===== config.mk =====
export PLATFORM = sky130hd
export DESIGN_NAME = slave_port_mailbox
export DESIGN_NICKNAME = d
export VERILOG_FILES = /design/src/rtl/mailbox_pkg.sv /design/src/rtl/pin_sync.sv /design/src/rtl/slave_port_mailbox.sv
export SDC_FILE = /design/constraint.sdc
export NUM_CORES = 1
export LEC_CHECK = 0
export BUFFER_PORTS_ARGS = -buffer_cell sky130_fd_sc_hd__buf_2
export CORE_MARGIN = 2
export CORE_UTILIZATION = 40
export DETAILED_ROUTE_END_ITERATION = 10
export SYNTH_ARGS = -nofsm -noshare
export SYNTH_HDL_FRONTEND = slang
export SYNTH_SLANG_ARGS = --single-unit

===== constraint.sdc =====
create_clock -name CLK -period 1.6 [get_ports CLK]
set_input_delay 0.32 -clock CLK [delete_from_list [all_inputs] [get_ports CLK]]
set_output_delay 0.32 -clock CLK [all_outputs]
set_load 0.1 [all_outputs]

===== src/rtl/mailbox_pkg.sv =====
// constants for the host-to-processor mailbox port.
// assumes one processor clock domain; no other package is needed.
package mailbox_pkg;

  // local processor i/o addresses
  localparam logic [7:0] ADDR_DATA0 = 8'h20;
  localparam logic [7:0] ADDR_DATA1 = 8'h21;
  localparam logic [7:0] ADDR_DATA2 = 8'h22;
  localparam logic [7:0] ADDR_FLAGS = 8'h23;
  localparam logic [7:0] ADDR_CTRL  = 8'h24;

  // master-side register select values
  localparam logic [1:0] SEL_DATA0 = 2'h0;
  localparam logic [1:0] SEL_FLAGS = 2'h3;

  // number of data registers in each direction
  localparam int NUM_DATA = 3;

  // control register field positions
  localparam int CTL_IGNORE_BOOT = 7;
  localparam int CTL_PIN1        = 6;
  localparam int CTL_PIN0        = 5;
  localparam int CTL_MODE_HI     = 3;
  localparam int CTL_MODE_LO     = 2;
  localparam int CTL_PRIO_HI     = 1;
  localparam int CTL_PRIO_LO     = 0;

  // port function codes held in control bits 3:2
  localparam logic [1:0] MODE_PA_IN   = 2'h0;
  localparam logic [1:0] MODE_PA_OUT  = 2'h1;
  localparam logic [1:0] MODE_MAILBOX = 2'h2;
  localparam logic [1:0] MODE_AUX     = 2'h3;

  // interrupt priority code meaning disabled
  localparam logic [1:0] PRIO_OFF = 2'h0;

  // status register field positions
  localparam int FLG_M_DATA0_INT = 7;
  localparam int FLG_M_FULL_BASE = 4;
  localparam int FLG_P_DATA0_ATN = 3;
  localparam int FLG_P_FULL_BASE = 0;

  // boot-mode pin codes as {pin1, pin0}
  localparam logic [1:0] PINS_COLD  = 2'h1;
  localparam logic [1:0] PINS_START = 2'h0;

  // reset values
  localparam logic [7:0] FLAGS_RST  = 8'h00;
  localparam logic [7:0] DATA_RST   = 8'h00;
  localparam logic [1:0] MODE_RST   = 2'h0;
  localparam logic [1:0] PRIO_RST   = 2'h0;
  localparam logic       IGNORE_RST = 1'b0;

  // pin synchroniser reset, select and strobes idle high, the rest low;
  // a zero here would read as an open access when reset ends
  localparam logic [14:0] SYNC_RST = 15'h7000;

  // cycles the pin synchroniser needs before a strap is valid
  localparam logic [1:0] STRAP_WAIT = 2'h2;

  typedef enum logic [1:0] {
    BOOT_CHECK = 2'b00,
    BOOT_LOAD  = 2'b01,
    BOOT_RUN   = 2'b11
  } boot_state_t;

endpackage


===== src/rtl/pin_sync.sv =====
// two-flop synchroniser for a group of asynchronous pins.
// assumes the pins change slowly against the clock; bits are not coherent.
`timescale 1ns/1ps
module pin_sync #(
  parameter int               WIDTH   = 1,
  parameter logic [WIDTH-1:0] RST_VAL = '0
) (
  input  wire logic             clk,
  input  wire logic             rstn,
  input  wire logic [WIDTH-1:0] d,
  output logic      [WIDTH-1:0] q
);

  logic [WIDTH-1:0] meta_reg;

  // first stage feeds only the second stage
  always_ff @(posedge clk or negedge rstn) begin
    if (!rstn) begin
      meta_reg <= RST_VAL;  // idle level of each pin
      q        <= RST_VAL;
    end else begin
      meta_reg <= d;
      q        <= meta_reg;
    end
  end

endmodule


===== src/rtl/slave_port_mailbox.sv =====
// mailbox port between an external strobed-bus master and the local cpu.
// assumes the cpu i/o bus is synchronous to CLK with one-cycle strobes,
// and the master bus pins and boot-mode pins are asynchronous.
`timescale 1ns/1ps

// Contract
// - each data address holds a master-to-cpu byte and a cpu-to-master byte
// - cpu sees data, status, control at 20h..24h, control at 24h
// - master selects data 0..2 and status by select 0..3; no control
// - cpu-written registers are read only by master, and the reverse
// - polled bits move once old to new; mixed value on one read at most
// - control bit 7 write-only: 0 obeys boot pins, 1 ignores them
// - boot pins 01 at reset end start cold boot via data register 0
// - boot pins changed to 00 end cold boot; execution starts at zero
// - control bits 6:5 read boot pins pin1, pin0
// - control bits 3:2 = 10 enable the mailbox port over port A
// - bit 3 = 0 disables mailbox; bit 2 sets port A direction; code only drops PORT_ENABLE, master accesses still served
// - control bits 3:2 = 11 enable the auxiliary i/o bus
// - cold boot forces control bits 3:2 to 10
// - control bits 1:0 give interrupt priority, 00 disables
// - status 6:4 master-write full, 2:0 cpu-write full, cleared on read
// - status 7 interrupt and 3 attention flags, cleared by status writes
// - attention low on cpu data 0 write, high on master status write
// - status writes ignore data, clear only that side's request flag
// - drive data only while select and read low; capture on first rise
module slave_port_mailbox (
  input  wire logic       CLK,
  input  wire logic       RSTN,
  input  wire logic [7:0] IO_ADDR,
  input  wire logic       IO_WR,
  input  wire logic       IO_RD,
  input  wire logic [7:0] IO_WDATA,
  output logic      [7:0] IO_RDATA,
  input  wire logic       PORT_SELECT_N,
  input  wire logic       PORT_READ_N,
  input  wire logic       PORT_WRITE_N,
  input  wire logic       REG_SELECT0,
  input  wire logic       REG_SELECT1,
  input  wire logic [7:0] PORT_DATA_BUS_IN,
  output logic      [7:0] PORT_DATA_BUS_OUT,
  output logic            PORT_DATA_BUS_OE,
  output logic            ATTENTION_N,
  input  wire logic       BOOT_MODE_PIN0,
  input  wire logic       BOOT_MODE_PIN1,
  output logic            INT_REQUEST,
  output logic      [1:0] INT_PRIORITY,
  output logic            PORT_ENABLE,
  output logic            PORT_A_OUTPUT,
  output logic            AUX_BUS_ENABLE,
  output logic            BOOT_PINS_IGNORED,
  output logic            COLD_BOOT_ACTIVE,
  output logic            BOOT_CMD_VALID,
  output logic      [7:0] BOOT_CMD_DATA,
  output logic            EXEC_START
);

  localparam int N = mailbox_pkg::NUM_DATA;

  // synchronised pins
  logic       s_sel_n;
  logic       s_rd_n;
  logic       s_wr_n;
  logic [1:0] s_addr;
  logic [7:0] s_data;
  logic [1:0] s_pins;

  pin_sync #(
    .WIDTH   (15),
    .RST_VAL (mailbox_pkg::SYNC_RST)
  ) u_sync (
    .clk  (CLK),
    .rstn (RSTN),
    .d    ({PORT_SELECT_N, PORT_READ_N, PORT_WRITE_N, REG_SELECT1,
            REG_SELECT0, PORT_DATA_BUS_IN, BOOT_MODE_PIN1,
            BOOT_MODE_PIN0}),
    .q    ({s_sel_n, s_rd_n, s_wr_n, s_addr, s_data, s_pins})
  );

  // master bus tracking state
  logic       m_wr_act_reg, m_wr_act_next;
  logic       m_rd_act_reg, m_rd_act_next;
  logic [1:0] m_addr_reg,   m_addr_next;
  logic [7:0] m_data_reg,   m_data_next;
  logic       m_wr_done;
  logic       m_rd_done;

  // mailbox storage and flags
  logic [7:0] to_cpu_reg    [N];
  logic [7:0] to_cpu_next   [N];
  logic [7:0] to_master_reg [N];
  logic [7:0] to_master_next[N];
  logic [7:0] flags_reg,  flags_next;

  // control fields
  logic       ignore_reg, ignore_next;
  logic [1:0] mode_reg,   mode_next;
  logic [1:0] prio_reg,   prio_next;

  // boot sequencing
  mailbox_pkg::boot_state_t boot_reg, boot_next;
  logic [1:0] wait_reg,   wait_next;
  logic       exec_next;
  logic       cmd_valid_next;

  // output registers
  logic [7:0] io_rdata_next;
  logic [7:0] bus_out_next;
  logic       bus_oe_next;
  logic       attn_n_next;
  logic       int_req_next;

  // cpu-side decode
  logic       p_wr_flags;
  logic       p_wr_ctrl;
  logic [N-1:0] p_wr_data;
  logic [N-1:0] p_rd_data;

  // master access detection: write ends when strobe or select rises
  always_comb begin
    m_wr_act_next = !s_sel_n && !s_wr_n;
    m_rd_act_next = !s_sel_n && !s_rd_n;
    m_addr_next   = m_addr_reg;
    m_data_next   = m_data_reg;
    if (m_wr_act_next || m_rd_act_next) begin
      m_addr_next = s_addr;
    end
    // keep the last sampled data seen while the write was open
    if (m_wr_act_next) begin
      m_data_next = s_data;
    end
    m_wr_done = m_wr_act_reg && !m_wr_act_next;
    m_rd_done = m_rd_act_reg && !m_rd_act_next;
  end

  always_ff @(posedge CLK or negedge RSTN) begin
    if (!RSTN) begin
      m_wr_act_reg <= 1'b0;
      m_rd_act_reg <= 1'b0;
      m_addr_reg   <= 2'h0;
      m_data_reg   <= mailbox_pkg::DATA_RST;
    end else begin
      m_wr_act_reg <= m_wr_act_next;
      m_rd_act_reg <= m_rd_act_next;
      m_addr_reg   <= m_addr_next;
      m_data_reg   <= m_data_next;
    end
  end

  // cpu address decode, one word per internal address
  always_comb begin
    p_wr_flags = IO_WR && (IO_ADDR == mailbox_pkg::ADDR_FLAGS);
    p_wr_ctrl  = IO_WR && (IO_ADDR == mailbox_pkg::ADDR_CTRL);
    for (int i = 0; i < N; i++) begin
      p_wr_data[i] = IO_WR &&
        (IO_ADDR == mailbox_pkg::ADDR_DATA0 + 8'(i));
      p_rd_data[i] = IO_RD &&
        (IO_ADDR == mailbox_pkg::ADDR_DATA0 + 8'(i));
    end
  end

  // data bytes and full flags; a set in the same cycle beats a clear
  always_comb begin
    flags_next = flags_reg;
    for (int i = 0; i < N; i++) begin
      to_cpu_next[i]    = to_cpu_reg[i];
      to_master_next[i] = to_master_reg[i];
      // separate bytes per direction, so neither side sees its own write
      if (m_wr_done && (m_addr_reg == 2'(i))) begin
        to_cpu_next[i] = m_data_reg;
      end
      if (p_wr_data[i]) begin
        to_master_next[i] = IO_WDATA;
      end
      // clears first, sets after
      if (p_rd_data[i]) begin
        flags_next[mailbox_pkg::FLG_M_FULL_BASE + i] = 1'b0;
      end
      if (m_rd_done && (m_addr_reg == 2'(i))) begin
        flags_next[mailbox_pkg::FLG_P_FULL_BASE + i] = 1'b0;
      end
      if (m_wr_done && (m_addr_reg == 2'(i))) begin
        flags_next[mailbox_pkg::FLG_M_FULL_BASE + i] = 1'b1;
      end
      if (p_wr_data[i]) begin
        flags_next[mailbox_pkg::FLG_P_FULL_BASE + i] = 1'b1;
      end
    end
    // status writes drop only the writer's own request flag
    if (p_wr_flags) begin
      flags_next[mailbox_pkg::FLG_M_DATA0_INT] = 1'b0;
    end
    if (m_wr_done && (m_addr_reg == mailbox_pkg::SEL_FLAGS)) begin
      flags_next[mailbox_pkg::FLG_P_DATA0_ATN] = 1'b0;
    end
    if (m_wr_done && (m_addr_reg == mailbox_pkg::SEL_DATA0)) begin
      flags_next[mailbox_pkg::FLG_M_DATA0_INT] = 1'b1;
    end
    if (p_wr_data[0]) begin
      flags_next[mailbox_pkg::FLG_P_DATA0_ATN] = 1'b1;
    end
    // status reads touch nothing
    attn_n_next  = !flags_next[mailbox_pkg::FLG_P_DATA0_ATN];
    int_req_next = flags_next[mailbox_pkg::FLG_M_DATA0_INT] &&
                   (prio_next != mailbox_pkg::PRIO_OFF);
  end

  always_ff @(posedge CLK or negedge RSTN) begin
    if (!RSTN) begin
      for (int i = 0; i < N; i++) begin
        to_cpu_reg[i]    <= mailbox_pkg::DATA_RST;
        to_master_reg[i] <= mailbox_pkg::DATA_RST;
      end
      flags_reg   <= mailbox_pkg::FLAGS_RST;
      ATTENTION_N <= 1'b1;
      INT_REQUEST <= 1'b0;
    end else begin
      for (int i = 0; i < N; i++) begin
        to_cpu_reg[i]    <= to_cpu_next[i];
        to_master_reg[i] <= to_master_next[i];
      end
      flags_reg   <= flags_next;
      ATTENTION_N <= attn_n_next;
      INT_REQUEST <= int_req_next;
    end
  end

  // control register and boot sequencer
  always_comb begin
    ignore_next    = ignore_reg;
    mode_next      = mode_reg;
    prio_next      = prio_reg;
    boot_next      = boot_reg;
    wait_next      = wait_reg;
    exec_next      = 1'b0;
    cmd_valid_next = 1'b0;
    if (p_wr_ctrl) begin
      // bit 4 and the read-only pin bits are dropped
      ignore_next = IO_WDATA[mailbox_pkg::CTL_IGNORE_BOOT];
      mode_next   = IO_WDATA[mailbox_pkg::CTL_MODE_HI:
                             mailbox_pkg::CTL_MODE_LO];
      prio_next   = IO_WDATA[mailbox_pkg::CTL_PRIO_HI:
                             mailbox_pkg::CTL_PRIO_LO];
    end
    case (boot_reg)
      mailbox_pkg::BOOT_CHECK: begin
        // strap is read only after the synchroniser has filled
        if (wait_reg == mailbox_pkg::STRAP_WAIT) begin
          if (!ignore_next && (s_pins == mailbox_pkg::PINS_COLD)) begin
            boot_next = mailbox_pkg::BOOT_LOAD;
            mode_next = mailbox_pkg::MODE_MAILBOX;
          end else begin
            boot_next = mailbox_pkg::BOOT_RUN;
          end
        end else begin
          wait_next = wait_reg + 2'h1;
        end
      end
      mailbox_pkg::BOOT_LOAD: begin
        mode_next = mailbox_pkg::MODE_MAILBOX;
        // loader commands arrive through data register 0
        cmd_valid_next = m_wr_done &&
                         (m_addr_reg == mailbox_pkg::SEL_DATA0);
        if (!ignore_next && (s_pins == mailbox_pkg::PINS_START)) begin
          boot_next = mailbox_pkg::BOOT_RUN;
          exec_next = 1'b1;
        end
      end
      default: begin
        boot_next = mailbox_pkg::BOOT_RUN;
      end
    endcase
  end

  always_ff @(posedge CLK or negedge RSTN) begin
    if (!RSTN) begin
      ignore_reg        <= mailbox_pkg::IGNORE_RST;
      mode_reg          <= mailbox_pkg::MODE_RST;
      prio_reg          <= mailbox_pkg::PRIO_RST;
      boot_reg          <= mailbox_pkg::BOOT_CHECK;
      wait_reg          <= 2'h0;
      EXEC_START        <= 1'b0;
      BOOT_CMD_VALID    <= 1'b0;
      BOOT_CMD_DATA     <= mailbox_pkg::DATA_RST;
      COLD_BOOT_ACTIVE  <= 1'b0;
      PORT_ENABLE       <= 1'b0;
      PORT_A_OUTPUT     <= 1'b0;
      AUX_BUS_ENABLE    <= 1'b0;
      INT_PRIORITY      <= mailbox_pkg::PRIO_RST;
      BOOT_PINS_IGNORED <= mailbox_pkg::IGNORE_RST;
    end else begin
      ignore_reg        <= ignore_next;
      mode_reg          <= mode_next;
      prio_reg          <= prio_next;
      boot_reg          <= boot_next;
      wait_reg          <= wait_next;
      EXEC_START        <= exec_next;
      BOOT_CMD_VALID    <= cmd_valid_next;
      BOOT_CMD_DATA     <= m_data_reg;
      COLD_BOOT_ACTIVE  <= (boot_next == mailbox_pkg::BOOT_LOAD);
      PORT_ENABLE       <= (mode_next == mailbox_pkg::MODE_MAILBOX);
      PORT_A_OUTPUT     <= (mode_next == mailbox_pkg::MODE_PA_OUT);
      AUX_BUS_ENABLE    <= (mode_next == mailbox_pkg::MODE_AUX);
      INT_PRIORITY      <= prio_next;
      BOOT_PINS_IGNORED <= ignore_next;
    end
  end

  // read paths; registered so every bit settles once per cycle
  always_comb begin
    io_rdata_next = 8'h00;
    if (IO_ADDR == mailbox_pkg::ADDR_DATA0) begin
      io_rdata_next = to_cpu_reg[0];
    end else if (IO_ADDR == mailbox_pkg::ADDR_DATA1) begin
      io_rdata_next = to_cpu_reg[1];
    end else if (IO_ADDR == mailbox_pkg::ADDR_DATA2) begin
      io_rdata_next = to_cpu_reg[2];
    end else if (IO_ADDR == mailbox_pkg::ADDR_FLAGS) begin
      io_rdata_next = flags_reg;
    end else if (IO_ADDR == mailbox_pkg::ADDR_CTRL) begin
      io_rdata_next[mailbox_pkg::CTL_PIN1] = s_pins[1];
      io_rdata_next[mailbox_pkg::CTL_PIN0] = s_pins[0];
    end
    // master never reaches the control register
    if (s_addr == mailbox_pkg::SEL_FLAGS) begin
      bus_out_next = flags_reg;
    end else begin
      bus_out_next = to_master_reg[s_addr];
    end
    // drive only while select and read strobe are both low
    bus_oe_next = m_rd_act_next;
  end

  // one register stage keeps polled values free of glitches
  always_ff @(posedge CLK or negedge RSTN) begin
    if (!RSTN) begin
      IO_RDATA          <= 8'h00;
      PORT_DATA_BUS_OUT <= 8'h00;
      PORT_DATA_BUS_OE  <= 1'b0;
    end else begin
      IO_RDATA          <= io_rdata_next;
      PORT_DATA_BUS_OUT <= bus_out_next;
      PORT_DATA_BUS_OE  <= bus_oe_next;
    end
  end

  property p_attn_low;
    @(posedge CLK) disable iff (!RSTN)
    p_wr_data[0] |=> !ATTENTION_N;
  endproperty
  a_attn_low: assert property (p_attn_low)
    else $error("attention not low after cpu data 0 write");

  property p_attn_high;
    @(posedge CLK) disable iff (!RSTN)
    (m_wr_done && m_addr_reg == mailbox_pkg::SEL_FLAGS && !p_wr_data[0])
      |=> ATTENTION_N && !flags_reg[mailbox_pkg::FLG_P_DATA0_ATN];
  endproperty
  a_attn_high: assert property (p_attn_high)
    else $error("attention not released by master status write");

  property p_int_set;
    @(posedge CLK) disable iff (!RSTN)
    (m_wr_done && m_addr_reg == mailbox_pkg::SEL_DATA0)
      |=> flags_reg[mailbox_pkg::FLG_M_DATA0_INT]
          && flags_reg[mailbox_pkg::FLG_M_FULL_BASE];
  endproperty
  a_int_set: assert property (p_int_set)
    else $error("master data 0 write did not set its flags");

  property p_int_clear;
    @(posedge CLK) disable iff (!RSTN)
    (p_wr_flags && !(m_wr_done && m_addr_reg == mailbox_pkg::SEL_DATA0))
      |=> !INT_REQUEST;
  endproperty
  a_int_clear: assert property (p_int_clear)
    else $error("interrupt request survived cpu status write");

  property p_full_clear;
    @(posedge CLK) disable iff (!RSTN)
    (p_rd_data[1] && !(m_wr_done && m_addr_reg == 2'h1))
      |=> !flags_reg[mailbox_pkg::FLG_M_FULL_BASE + 1];
  endproperty
  a_full_clear: assert property (p_full_clear)
    else $error("cpu read of data 1 left its full flag set");

  property p_drive_window;
    @(posedge CLK) disable iff (!RSTN)
    PORT_DATA_BUS_OE == $past(!s_sel_n && !s_rd_n);
  endproperty
  a_drive_window: assert property (p_drive_window)
    else $error("data bus driven outside select and read window");

  property p_master_reads;
    @(posedge CLK) disable iff (!RSTN)
    (m_rd_act_next && s_addr == 2'h1)
      |=> PORT_DATA_BUS_OUT == $past(to_master_reg[1]);
  endproperty
  a_master_reads: assert property (p_master_reads)
    else $error("master read of data 1 returned wrong byte");

  property p_mode_write;
    @(posedge CLK) disable iff (!RSTN)
    (p_wr_ctrl && IO_WDATA[3:2] == mailbox_pkg::MODE_MAILBOX)
      |=> PORT_ENABLE && !AUX_BUS_ENABLE;
  endproperty
  a_mode_write: assert property (p_mode_write)
    else $error("mailbox port not enabled by control write");

  property p_cold_entry;
    @(posedge CLK) disable iff (!RSTN)
    (boot_reg == mailbox_pkg::BOOT_CHECK
      && boot_next == mailbox_pkg::BOOT_LOAD)
      |=> COLD_BOOT_ACTIVE && PORT_ENABLE;
  endproperty
  a_cold_entry: assert property (p_cold_entry)
    else $error("cold boot entry did not enable mailbox port");

  property p_exec_start;
    @(posedge CLK) disable iff (!RSTN)
    (boot_reg == mailbox_pkg::BOOT_LOAD && !ignore_next
      && s_pins == mailbox_pkg::PINS_START)
      |=> EXEC_START ##1 (!EXEC_START && !COLD_BOOT_ACTIVE);
  endproperty
  a_exec_start: assert property (p_exec_start)
    else $error("cold boot end did not give one start pulse");

endmodule


==> impl_metrics.tcl <==
set metrics [dict create \
    synthTopCellsByArea "dfrtp_1 (63%), mux2_2 (13%), mux4_2 (6.1%)" \
    critPathLaunchType "primary input" \
    die_h_um 118 \
    synthFlopType "dfrtp_1" \
    track_usage_pct 16.2 \
    endpoint_kind "flip-flop" \
    drc 0 \
    synth_common_cells "dfrtp_1 (132), mux2_2 (61), mux4_2 (14)" \
    utilization_pct 53.4 \
    row_count 41 \
    antenna_found_initial 0 \
    first_pass_iters 4 \
    vdd_ir_drop_max_uv 663 \
    yosysSeqAreaShare_pct 66.9 \
    clock_skew_ns 0.00646 \
    max_cap_violations 0 \
    synth.avg_cell_area_sq_um 15.6 \
    cts.sinks 139 \
    violations "setup timing" \
    overflow 0 \
    dp_hpwl_mm 6.93 \
    grt_start_max_net_pins 52 \
    die_area_sq_um 14000 \
    place_congestion 0.800 \
    area_delta_synth_final_pct 29.9 \
    ys_seq_elements 139 \
    yosys_warnings 0 \
    clock_path_buffers 2 \
    cts_tree "done" \
    layout-drive-gt1-share_pct 46.5 \
    insertion_delay_ns 0.42 \
    root_buffer "clkbuf_16" \
    max_clock_freq_ghz 0.610 \
    synth-edff-count 0 \
    htree_levels 4 \
    worst_hold_path_type "in -> reg" \
    grt_pass1_vias 3313 \
    cts_made_buffers 17 \
    yosysTopAreaCell "dfrtp_1" \
    routedWlPerCell_um 16.3 \
    setup_viol 3 \
    syn_nets 369 \
    vias 3153 \
    nets 488 \
    routed_wl_mm 10.4 \
    pin_count 71 \
    core_sq_um 12700 \
    viasPerCell 4.95 \
    setup_slack_ns -0.0382 \
    clk_pin_slew_ns 0.05 \
    finalCriticalPeriod_ns 1.64 \
    netlist.area_leader.share_pct 63.4 \
    crit_arrival_ns 1.97 \
    initial_core_util_pct 41.1 \
    p_per_area_nw_per_um2 1380 \
    status "complete, but fails checks" \
    io_buffers 70 \
    die_x_um 118 \
    num_antenna_cells 0 \
    ys_async_sr_fraction_pct 100 \
    maxSlewHeadroom_pct 61.5 \
    slew_viol_final 0 \
    fin_crit_sh_pct 102 \
    rsz0062_at_grt "yes" \
    path_class "in -> reg" \
    finalHoldViolCount 0 \
    path_max_fanout 8 \
    drtIter0Drc 132 \
    syn_area_sq_um 5210 \
    yosysMostFrequentCell "dfrtp_1" \
    ant_nets 0 \
    syn_inst 333 \
    cp_data_required_time_ns 1.93 \
    leakage_uw 0.00322 \
    yosysUniqueCellTypes 47 \
    worst_pin_slew_ns 0.577 \
    fin_tns_setup_ns -0.0600 \
    grt_pass1_wl_mm 17.1 \
]
[final timing paths]
path                                     from              endpoint  slack (ns)  cells after the start
setup / recovery                   IO_ADDR[6]           boot_reg[1]       -0.04                      5
max in group asynchronous                RSTN  PORT_DATA_BUS_OUT[6]        0.61                      3
setup reg to reg                 u_sync.q[14]        to_cpu_reg[12]        0.04                      5
hold / removal                    IO_WDATA[6]     to_master_reg[14]        0.16                      2
hold reg to reg            u_sync.meta_reg[8]           u_sync.q[8]        0.34                      0
min in group asynchronous                RSTN           wait_reg[0]        0.38                      2
[cells in the final DEF (no fill, tap or decap), drive strengths merged, types with 2 or more instances in the layout]
cell type	n
and3	2
nand3	6
inv	7
buf	97
a22oi	2
dfstp	7
a21oi	4
and2	7
a32o	2
nor2b	3
nand2	11
o311ai	2
o22ai	2
nand4b	2
clkbuf	28
dlygate4sd3	16
mux2	61
mux4	14
or3	4
clkinv	3
o31ai	2
dfrtp	132
o21ai	7
a211o	2
nand3b	2
a21boi	2
a21o	2
or4	3
nor3	6
nor2	11
nand2b	2
[power breakdown]
| group | total [uW] | internal, uW | switching [uW] |
|---|---|---|---|
| Clock | 3530 | 2210 | 1320 |
| Combinational | 1470 | 603 | 869 |
| Sequential | 4310 | 4020 | 290 |
[worst max-delay path, stage by stage]
cell and delay, ns:
buf_6 0.09, or4b_4 0.58, or3_1 0.38, or4_1 0.41
a32oi_1 0.19
[routing by layer]
layer | routed length (um) | vias to the layer above | track usage [%] | share of wire [%]
met5 | 0 | - | 0 | 0
met4 | 204 | 0 | 7.45 | 2.0
met3 | 461 | 17 | 5.33 | 4.5
met2 | 5210 | 60 | 25.7 | 50
met1 | 4480 | 1621 | 20.2 | 43
li1 | - | 1455 | - | -
[through the flow]
stage	instances	worst slack (ns)	power (uW)	hold slack [ns]	cell area [sq um]
after floorplan	333	-0.476	5360	0.0244	5240
after global placement	585	-0.429	5760	0.235	5960
after detailed placement	585	-0.466	5810	0.239	5960
after CTS	632	-0.0114	9400	0.00131	6670
after global routing	637	-0.0489	9750	0.158	6770
final	637	-0.0382	9310	0.164	6770
[logic make-up (layout without fill, tap and decap cells)]
| group | Yosys count | after routing | share of synthesized area, % |
|---|---|---|---|
| buf+inv | 20 | 152 | 1.80 |
| xor+xnor | 1 | 1 | 0.168 |
| compound gates | 34 | 34 | 4.63 |
| mux | 76 | 76 | 19.4 |
| fa+ha+maj | 1 | 1 | 0.240 |
| simple gates | 62 | 62 | 6.80 |
| flops | 139 | 139 | 66.9 |
[cell type report]
class                           count  area, sq um
Fill cell                        1088         5900
Sequential cell                   139         3490
Multi-Input combinational cell    174         1700
Timing Repair Buffer              113          810
Clock buffer                       28          487
Tap cell                          172          215
Clock inverter                      4         45.0
Inverter                            7         26.3
[repair_timing]
action | in CTS | in global routing
gates cloned | 0 | 1
hold buffers | 15 | 1
setup buffers | 0 | 3
gates resized for setup | 6 | 13
endpoints found under the setup margin | 18 | 41
endpoints found under the hold margin | 43 | 1
pin swaps | 1 | 3
No activity file was read; power rests on OpenSTA's default activity.
